### src/design/phy_ctrl_pkg.sv
// Constants shared by the management control register design.
package phy_ctrl_pkg;
    localparam logic [4:0] CTRL_ADDR = 5'h00;
    localparam logic [4:0] DETAIL_STAT_ADDR = 5'h11;
    localparam int BIT_SW_RESET = 15;
    localparam int BIT_LOOPBACK = 14;
    localparam int BIT_RATE = 13;
    localparam int BIT_AN_EN = 12;
    localparam int BIT_LOW_POWER = 11;
    localparam int BIT_ISOLATE = 10;
    localparam int BIT_AN_RESTART = 9;
    localparam int BIT_DUPLEX = 8;
    localparam int BIT_COL_TEST = 7;
    localparam int STAT_BIT_RATE = 15;
    localparam int STAT_BIT_DUPLEX = 14;
    localparam int STAT_MAX_LSB = 11;
    localparam int STAT_BIT_LINK_LL = 0;
    localparam int MAX_GROUP_WIDTH = 3;
    localparam logic RST_LOOPBACK = 1'b0;
    localparam logic RST_RATE = 1'b1;
    localparam logic RST_AN_EN = 1'b1;
    localparam logic RST_LOW_POWER = 1'b0;
    localparam logic RST_DUPLEX = 1'b0;
    localparam logic RST_COL_TEST = 1'b0;
    localparam logic RST_LATCH_LOW = 1'b1;
    localparam logic [4:0] ISOLATE_ADDR = 5'h00;
    localparam int MCLK_PERIOD_NS = 50;
    localparam int SW_RESET_NS = 1000;
    localparam logic [15:0] SW_RESET_CYCLES =
        16'((SW_RESET_NS + MCLK_PERIOD_NS - 1) / MCLK_PERIOD_NS);
    localparam logic [1:0] STRAP_SETTLE = 2'h2;
endpackage : phy_ctrl_pkg

### src/design/latch_max_group.sv
// Latching-maximum bit group that keeps the largest state value seen since the last reload or clear.
`timescale 1ns/10ps
`default_nettype none
module latch_max_group #(
    parameter int WIDTH = 3
) (
    input wire logic mclk,
    input wire logic rst,
    input wire logic clr,
    input wire logic reload,
    input wire logic [WIDTH-1:0] live,
    output logic [WIDTH-1:0] value_q
);
    always_ff @(posedge mclk or posedge rst)
    begin
        if (rst)
        begin
            value_q <= '0;
        end
        else if (clr)
        begin
            value_q <= '0;
        end
        else if (reload)
        begin
            value_q <= live;
        end
        else if (live > value_q)
        begin
            value_q <= live;
        end
    end
endmodule : latch_max_group
`default_nettype wire

### src/design/phy_mgmt_control_register.sv
// Control register, latching status bits and mode steering of the PHY.
`timescale 1ns/10ps
`default_nettype none
module phy_mgmt_control_register #(
    parameter int MAX_WIDTH = phy_ctrl_pkg::MAX_GROUP_WIDTH
) (
    input wire logic mclk,
    input wire logic rst,
    input wire logic [4:0] regAddr,
    input wire logic regWrEn,
    input wire logic regRdEn,
    input wire logic [15:0] regWrData,
    output logic [15:0] regRdData,
    output logic regRdValid,
    output logic regBusy,
    input wire logic configSourcePin,
    input wire logic rateSelectPin,
    input wire logic [4:0] phyAddrPin,
    input wire logic negRate100,
    input wire logic negFullDuplex,
    input wire logic anRestartBegun,
    input wire logic linkOkLive,
    input wire logic [MAX_WIDTH-1:0] anStateLive,
    input wire logic macTxEn,
    input wire logic [3:0] macTxData,
    input wire logic lineRxDv,
    input wire logic [3:0] lineRxData,
    output logic macRxDv,
    output logic [3:0] macRxData,
    output logic macOutOe_n,
    output logic lineTxEn,
    output logic [3:0] lineTxData,
    output logic lineRxEnable,
    output logic collisionDetectEn,
    output logic rate100,
    output logic fullDuplex,
    output logic autoNegEnable,
    output logic anRestartReq,
    output logic lowPower,
    output logic machineReset
);
    import phy_ctrl_pkg::*;

    logic loopback_q, rateBit_q, anEn_q, lowPower_q, isolate_q;
    logic anRestart_q, duplex_q, colTest_q, latchLow_q;
    logic swReset_q, strapDone_q;
    logic [15:0] resetCnt_q;
    logic [1:0] strapCnt_q;
    logic [1:0] cfgSync_q, rateSync_q;
    logic [4:0] addrMeta_q, addrSync_q;
    logic [MAX_WIDTH-1:0] maxValue;
    logic [15:0] ctrlView, statView;
    logic wrAccept, rdAccept, ctrlWrite, statRead, lowPowerEnter, loopIn;

    // Pins cross two flip-flops; only the second stage is read.
    always_ff @(posedge mclk or posedge rst)
    begin
        if (rst)
        begin
            cfgSync_q <= 2'h0;
            rateSync_q <= 2'h0;
            addrMeta_q <= 5'h00;
            addrSync_q <= 5'h00;
        end
        else
        begin
            cfgSync_q <= {cfgSync_q[0], configSourcePin};
            rateSync_q <= {rateSync_q[0], rateSelectPin};
            addrMeta_q <= phyAddrPin;
            addrSync_q <= addrMeta_q;
        end
    end

    // The address strap is caught once the synchroniser has settled after release.
    always_ff @(posedge mclk or posedge rst)
    begin
        if (rst)
        begin
            strapCnt_q <= 2'h0;
            strapDone_q <= 1'b0;
        end
        else if (!strapDone_q)
        begin
            strapCnt_q <= strapCnt_q + 2'h1;
            strapDone_q <= (strapCnt_q == STRAP_SETTLE);
        end
    end

    assign regBusy = swReset_q | ~strapDone_q;
    assign wrAccept = regWrEn & ~regBusy;
    assign rdAccept = regRdEn & ~regBusy;
    assign ctrlWrite = wrAccept && (regAddr == CTRL_ADDR);
    assign statRead = rdAccept && (regAddr == DETAIL_STAT_ADDR);
    assign lowPowerEnter = ctrlWrite & regWrData[BIT_LOW_POWER] & ~lowPower_q;

    // Software reset runs a fixed time; bit 15 stays one until it ends.
    always_ff @(posedge mclk or posedge rst)
    begin
        if (rst)
        begin
            swReset_q <= 1'b0;
            resetCnt_q <= 16'h0000;
        end
        else if (swReset_q)
        begin
            resetCnt_q <= resetCnt_q - 16'h0001;
            swReset_q <= (resetCnt_q != 16'h0001);
        end
        else if (ctrlWrite && regWrData[BIT_SW_RESET])
        begin
            swReset_q <= 1'b1;
            resetCnt_q <= SW_RESET_CYCLES;
        end
    end

    assign machineReset = swReset_q;

    // Writable control fields; software reset and strap capture restore defaults.
    always_ff @(posedge mclk or posedge rst)
    begin
        if (rst)
        begin
            loopback_q <= RST_LOOPBACK;
            rateBit_q <= RST_RATE;
            anEn_q <= RST_AN_EN;
            lowPower_q <= RST_LOW_POWER;
            isolate_q <= 1'b0;
            duplex_q <= RST_DUPLEX;
            colTest_q <= RST_COL_TEST;
        end
        else if (swReset_q || (strapCnt_q == STRAP_SETTLE && !strapDone_q))
        begin
            loopback_q <= RST_LOOPBACK;
            rateBit_q <= RST_RATE;
            anEn_q <= RST_AN_EN;
            lowPower_q <= RST_LOW_POWER;
            isolate_q <= (addrSync_q == ISOLATE_ADDR);
            duplex_q <= RST_DUPLEX;
            colTest_q <= RST_COL_TEST;
        end
        else if (ctrlWrite && !regWrData[BIT_SW_RESET])
        begin
            loopback_q <= regWrData[BIT_LOOPBACK];
            rateBit_q <= regWrData[BIT_RATE];
            anEn_q <= regWrData[BIT_AN_EN];
            lowPower_q <= regWrData[BIT_LOW_POWER];
            isolate_q <= regWrData[BIT_ISOLATE];
            duplex_q <= regWrData[BIT_DUPLEX];
            colTest_q <= regWrData[BIT_COL_TEST];
        end
    end

    // A new restart request wins over the acknowledge arriving in the same cycle.
    always_ff @(posedge mclk or posedge rst)
    begin
        if (rst)
        begin
            anRestart_q <= 1'b0;
        end
        else if (swReset_q)
        begin
            anRestart_q <= 1'b0;
        end
        else if (ctrlWrite && regWrData[BIT_AN_RESTART] && regWrData[BIT_AN_EN])
        begin
            anRestart_q <= 1'b1;
        end
        else if (anRestartBegun || !anEn_q || (ctrlWrite && !regWrData[BIT_AN_EN]))
        begin
            anRestart_q <= 1'b0;
        end
    end

    // Latch-low link bit: an event in the reload cycle is still caught via the live value.
    always_ff @(posedge mclk or posedge rst)
    begin
        if (rst)
        begin
            latchLow_q <= RST_LATCH_LOW;
        end
        else if (swReset_q || lowPowerEnter)
        begin
            latchLow_q <= RST_LATCH_LOW;
        end
        else if (statRead)
        begin
            latchLow_q <= linkOkLive;
        end
        else
        begin
            latchLow_q <= latchLow_q & linkOkLive;
        end
    end

    latch_max_group #(
        .WIDTH(MAX_WIDTH)
    ) anProgress (
        .mclk(mclk),
        .rst(rst),
        .clr(swReset_q | lowPowerEnter),
        .reload(statRead),
        .live(anStateLive),
        .value_q(maxValue)
    );

    // Effective rate and duplex depend on the configuration source.
    always_comb
    begin
        if (!cfgSync_q[1])
        begin
            rate100 = rateSync_q[1];
            fullDuplex = duplex_q;
        end
        else if (anEn_q)
        begin
            rate100 = negRate100;
            fullDuplex = negFullDuplex;
        end
        else
        begin
            rate100 = rateBit_q;
            fullDuplex = duplex_q;
        end
    end

    assign autoNegEnable = anEn_q;
    assign anRestartReq = anRestart_q;
    assign lowPower = lowPower_q;

    always_comb
    begin
        ctrlView = 16'h0000;
        ctrlView[BIT_SW_RESET] = swReset_q;
        ctrlView[BIT_LOOPBACK] = loopback_q;
        ctrlView[BIT_RATE] = rateBit_q;
        ctrlView[BIT_AN_EN] = anEn_q;
        ctrlView[BIT_LOW_POWER] = lowPower_q;
        ctrlView[BIT_ISOLATE] = isolate_q;
        ctrlView[BIT_AN_RESTART] = anRestart_q;
        ctrlView[BIT_DUPLEX] = duplex_q;
        ctrlView[BIT_COL_TEST] = colTest_q;
        statView = 16'h0000;
        statView[STAT_BIT_RATE] = rate100;
        statView[STAT_BIT_DUPLEX] = fullDuplex;
        statView[STAT_MAX_LSB +: MAX_WIDTH] = maxValue;
        statView[STAT_BIT_LINK_LL] = latchLow_q;
    end

    // Read data is registered; unmapped addresses return zero.
    always_ff @(posedge mclk or posedge rst)
    begin
        if (rst)
        begin
            regRdData <= 16'h0000;
            regRdValid <= 1'b0;
        end
        else
        begin
            regRdValid <= rdAccept;
            if (rdAccept)
            begin
                regRdData <= (regAddr == CTRL_ADDR) ? ctrlView :
                             (regAddr == DETAIL_STAT_ADDR) ? statView : 16'h0000;
            end
        end
    end

    // Line transmit is muted in loopback, isolate and low power; line receive only in loopback and low power.
    assign lineTxEn = macTxEn & ~loopback_q & ~isolate_q & ~lowPower_q;
    assign lineTxData = lineTxEn ? macTxData : 4'h0;
    assign lineRxEnable = ~loopback_q & ~lowPower_q;
    assign collisionDetectEn = (~loopback_q | colTest_q) & ~lowPower_q;
    assign loopIn = macTxEn & ~isolate_q;
    assign macOutOe_n = isolate_q;

    // One register stage gives a single-cycle loop, far under 512 bit times.
    always_ff @(posedge mclk or posedge rst)
    begin
        if (rst)
        begin
            macRxDv <= 1'b0;
            macRxData <= 4'h0;
        end
        else if (lowPower_q)
        begin
            macRxDv <= 1'b0;
            macRxData <= 4'h0;
        end
        else if (loopback_q)
        begin
            macRxDv <= loopIn;
            macRxData <= loopIn ? macTxData : 4'h0;
        end
        else
        begin
            macRxDv <= lineRxDv;
            macRxData <= lineRxData;
        end
    end
endmodule : phy_mgmt_control_register
`default_nettype wire

### config.mk
export PLATFORM = sky130hd
export DESIGN_NAME = phy_mgmt_control_register
export DESIGN_NICKNAME = d
export VERILOG_FILES = /design/src/design/phy_ctrl_pkg.sv /design/src/design/latch_max_group.sv /design/src/design/phy_mgmt_control_register.sv
export SDC_FILE = /design/constraint.sdc
export NUM_CORES = 1
export LEC_CHECK = 0
export BUFFER_PORTS_ARGS = -buffer_cell sky130_fd_sc_hd__buf_2
export CORE_ASPECT_RATIO = 1.25
export CORE_MARGIN = 2
export CORE_UTILIZATION = 52
export DETAILED_ROUTE_END_ITERATION = 10
export GPL_ROUTABILITY_DRIVEN = 0
export PLACE_DENSITY = 0.91
export SLEW_MARGIN = 10
export SYNTH_ARGS = -nofsm -noshare
export SYNTH_HDL_FRONTEND = slang
export SYNTH_SLANG_ARGS = --single-unit
### constraint.sdc
create_clock -name mclk -period 4.89 [get_ports mclk]
set_clock_uncertainty 0.05 [all_clocks]
set_input_delay 0.489 -clock mclk [delete_from_list [all_inputs] [get_ports mclk]]
set_output_delay 0.489 -clock mclk [all_outputs]
set_load 0.01 [all_outputs]
Word level (Yosys, flattened, before mapping)
Index checks and enable logic that the tools add are counted.
- bits in registers: 68
- latch bits: 0
- memory bits (writable): 0
- memory bits (read-only): 0
- input bits: 49
- output and inout bits: 37
- memories: 0
- add/subtract/negate cells: 2
- $mul: 0
- div/mod/pow operators: 0
- magnitude comparators: 1
- eq/ne operators: 3
- shifts and indexed selects: 0
- muxes and demuxes: 39
- bitwise gates (word level): 19
- reduce and logical (&&, ||, !) cells: 22
- operators by type and width (cell ; number):
    2-to-1 mux 16 bit ; 4
    2-to-1 mux 1 bit ; 28
    2-to-1 mux 4 bit ; 4
    inequality test 16 x 1 -> 1 bit, second input constant ; 1
    subtractor 16 x 1 -> 16 bit, second input constant ; 1
    AND 1 bit ; 11
    zero test 5 bit ; 2
    2-to-1 mux 3 bit ; 3
    logical AND 1 bit ; 8
    nonzero test 3 bit ; 2
    equality test 5 bit, second input constant ; 1
    NOT 1 bit ; 5
    zero test 1 bit ; 4
    logical OR 1 bit ; 4
    nonzero test 2 bit ; 2
    greater-than comparator 3 bit ; 1
    OR 1 bit ; 3
    adder 2 x 1 -> 2 bit, second input constant ; 1
    equality test 2 bit, second input constant ; 1

Depth between registers and ports, before layout
- word-level depth: 10
- mapped depth: 6

Hierarchy
From an unflattened synthesis, not the netlist that was laid out.
- cells, all modules: 269
- area total of the unflattened synthesis: 2813.9 sq um
- by module, submodules not included (module ; times used ; cells an instance ; area each (sq um)):
    phy_mgmt_control_register ; 1 ; 245 ; 2581.2
    latch_max_group ; 1 ; 24 ; 232.7

Worst setup path before layout
Ideal clock, no wire load.
- path kind: reg2reg
- start point: reg resetCnt_q[0]
- end point: reg resetCnt_q[12]
- setup time: 0.079 ns
- data arrival time: 1.890 ns
- path slack: 2.870 ns
- stages on the path, launching flop included: 7
- buffers on the path: 0
- path through: dfrtp_1 > inv_1 > ha_1 > or4bb_1 > or4_4 > nor3_2 > mux2i_1
- word-level cells in the longest chain between the ends: 2
- ends and longest elaborated chain (element ; RTL line ; RTL):
    start, declared ; phy_mgmt_control_register.sv:47 ; logic [15:0] resetCnt_q;
    start signal, assigned ; phy_mgmt_control_register.sv:106 ; resetCnt_q <= resetCnt_q - 16'h0001;
    subtractor 16 x 1 -> 16 bit ; phy_mgmt_control_register.sv:106 ;
    2-to-1 mux 16 bit ; phy_mgmt_control_register.sv:104 ; else if (swReset_q)
Every way passes these cells.
A chain may end at the register's enable or synchronous reset.

Worst setup path after layout
- start point: reg swReset_q (netlist: machineReset)
- end point: reg regRdData[13]
- word-level cells in the longest chain between the ends: 3
- ends and longest elaborated chain (element ; RTL line ; RTL):
    start, declared ; phy_mgmt_control_register.sv:46 ; logic swReset_q, strapDone_q;
    start signal, assigned ; phy_mgmt_control_register.sv:107 ; swReset_q <= (resetCnt_q != 16'h0001);
    OR 1 bit ; phy_mgmt_control_register.sv:89 ; assign regBusy = swReset_q | ~strapDone_q;
    NOT 1 bit ; phy_mgmt_control_register.sv:91 ; assign rdAccept = regRdEn & ~regBusy;
    AND 1 bit ; phy_mgmt_control_register.sv:91 ;
    end signal, assigned ; phy_mgmt_control_register.sv:262 ; regRdData <= (regAddr == CTRL_ADDR) ? ctrlView :
    end, declared ; phy_mgmt_control_register.sv:13 ; output logic [15:0] regRdData,
Every way passes these cells.

==> reports/results.ini <==
[cts]
path_clk_slew_ns=0.07
cts_buffer_depth=2
cts_tree=yes
h-tree-depth=3
ctsResizeCount=0
cts_setup_buffers=0
cts.sink_count=62
cts_hold_buf=0
numCtsBuffers=9
insertion_delay_ns=0.34
clockRootBuffer=clkbuf_8

[sta]
fin_tns_setup_ns=0
worst_pin_slew_ns=0.929
fmax_mhz=388
finalCritPeriodShare=0.527
rsz0062_at_grt=no
hold-worst-slack_ns=0.202
hold_viol=0
setup_slack_ns=2.31
max_slew_margin=0.376
final-max-slew-violation-count=0
min_period_ns=2.58
finalSetupViolCount=0

[route]
drt-initial-drc-count=215
via_per_inst=5.57
finalWirelength_mm=6.13
num_vias=2166
drc_errors=0
postRouteAntennaNets=0
wl_per_cell_um=15.8
first_pass_iters=4

[place]
post-place-ws_ns=2.32
portBuffers=72
dp.final_hpwl_mm=4.35

[power]
peakVddDrop_mv=0.245
power.total_uw=1350
switchingPower_uw=396
pwr_density_cell_nw_per_um2=406
p_clk_frac=0.321
p_comb_frac=0.190
share_seq_of_total_power=0.489
p_int_uw=958
p_leak_uw=0.00171
switching_share=0.293

[run]
maxCapViolCount=0

[synth]
synth.distinct_cells=45
yosysMostFrequentCell=dfrtp_1
ys_ff_latch=62
syn_area_um2=2760
synth_cells=247
ys_async_sr_fraction=1.00
synth_area_per_cell_um2=11.2
yosys.area.top_type=dfrtp_1
synthTopCellsByArea=dfrtp_1 54%, mux2i_1 5.4%, dfstp_2 2.9%, ha_1 2.7%, nand3_1 2.4%
ys_warn_count=0
synthTopCellsByCount=59 x dfrtp_1, 17 x inv_1, 15 x mux2i_1
ys.flop_type=dfrtp_1
synth-edff-count=0
ys_seq_area_frac=0.564
synth_top_area_frac=0.535

[grt]
grt_pass1_wl_mm=10.0
grtUsageMet3=0.0629
met2_usage=0.372
use_met1=0.252
grt_antenna_before_repair=0
grt_pass1_vias=2181
grt-ovfl-total=0
grt_usage=0.220
grt_max_degree=63
grt_busiest_layer=met2

[status]
status=complete, no violations

[die]
die_w_um=69.2
design.core.area_um2=5080
start_util=0.543
rows=29
ios=86
die_y_um=85.4
die_area_um2=5910

[cells_and_area]
drive_gt1_frac=0.297
nets=377
nFillCells=405
areaGrowthSynthToFinish_pct=20.8
post-route-util=0.656
num_antenna_cells=0

[critical_path]
cp-start-kind=flip-flop
critPathSlowestCell=nor4_2
cp_slowest_stage_delay_ns=0.93
worst-path-buf-inv=1
crit_fanout=22
path_delay_family=simple AND/OR/NAND/NOR gates
worst-setup-path-type=reg -> reg
path_cells=nand3b_1, nor4_2, a222oi_1, inv_1
crit_arrival_ns=2.81
required_ns=5.12
worst_setup_path_end_kind=flip-flop

[worst_hold_path]
min_path_type=in -> reg

-- power groups by stage --
stage / Combinational (uW) / Sequential [uW] / Clock [uW]
2_1_floorplan: 190 / 650 / 0
3_3_place_gp: 245 / 666 / 0
3_5_place_dp: 259 / 671 / 0
4_1_cts: 261 / 663 / 440
5_1_grt: 291 / 675 / 464
6_report: 257 / 663 / 435
-- flip-flops by register name, summed over array words and instances, names as in the netlist, 2 cells and up --
register	flops
addrMeta_q	5
regRdData	10
resetCnt_q	16
anProgress.value_q	3
macRxData	4
cfgSync_q	2
addrSync_q	5
strapCnt_q	2
rateSync_q	2
-- cell usage in the layout (no fill, tap or decap), drive strengths merged, types with 7 or more instances in the layout --
| cell type | synthesis | routed |
|---|---|---|
| nor3 | 7 | 7 |
| o21ai | 8 | 8 |
| dfrtp | 59 | 59 |
| buf | 7 | 73 |
| nand3 | 13 | 13 |
| nand2 | 12 | 12 |
| nand3b | 8 | 8 |
| a21oi | 12 | 12 |
| clkbuf | 7 | 15 |
| mux2i | 15 | 15 |
| inv | 17 | 17 |
| nor2 | 13 | 13 |
-- per-layer routing --
metal	wire [um]	vias to the layer above
li1	-	1023
met1	2430	1056
met2	3270	79
met3	339	8
met4	101	0
met5	0	-
-- final cells by class --
cell class	count	area, um^2	share of cell area
clock buffer	15	156	0.0469
clock inverter	1	30.0	0.00901
inverter	17	63.8	0.0191
multi-input combinational	159	1080	0.325
sequential	62	1560	0.467
tap	62	77.6	0.0233
timing repair buffer	73	368	0.110
-- logic make-up after synthesis --
| logic type | count (synthesis) | synth area share |
|---|---|---|
| adders and majority gates | 6 | 0.0272 |
| muxes | 17 | 0.0626 |
| AOI/OAI and AO/OA | 41 | 0.102 |
| buffers and inverters | 31 | 0.0508 |
| DFF | 62 | 0.564 |
| and+or+nand+nor | 87 | 0.186 |
| xor gates and xnor gates | 2 | 0.00635 |
| other | 1 | 0.00136 |
-- stage by stage --
stage | area, um^2 | cells
3_3_place_gp | 3150 | 373
4_1_cts | 3330 | 389
2_1_floorplan | 2780 | 252
3_5_place_dp | 3150 | 373
6_report | 3330 | 389
5_1_grt | 3330 | 389
-- worst paths after layout --
kind | slack, ns | cells after the start | to | start
hold reg to reg | 0.30 | 0 | addrSync_q[1] | addrMeta_q[1]
hold / removal | 0.20 | 1 | addrMeta_q[1] | phyAddrPin[1]
setup reg to reg | 2.31 | 4 | regRdData[13] | machineReset
setup / recovery | 2.31 | 4 | regRdData[13] | machineReset
max in group asynchronous | 3.98 | 3 | strapCnt_q[1] | rst
min in group asynchronous | 0.31 | 3 | macRxDv | rst
-- worst register-to-register path, cell delays in order (launching register included) --
cell      delay (ns)
dfrtp_1         0.61
nand3b_1        0.64
nor4_2          0.94
a222oi_1        0.20
inv_1           0.09
(Power assumes the default switching activity.)
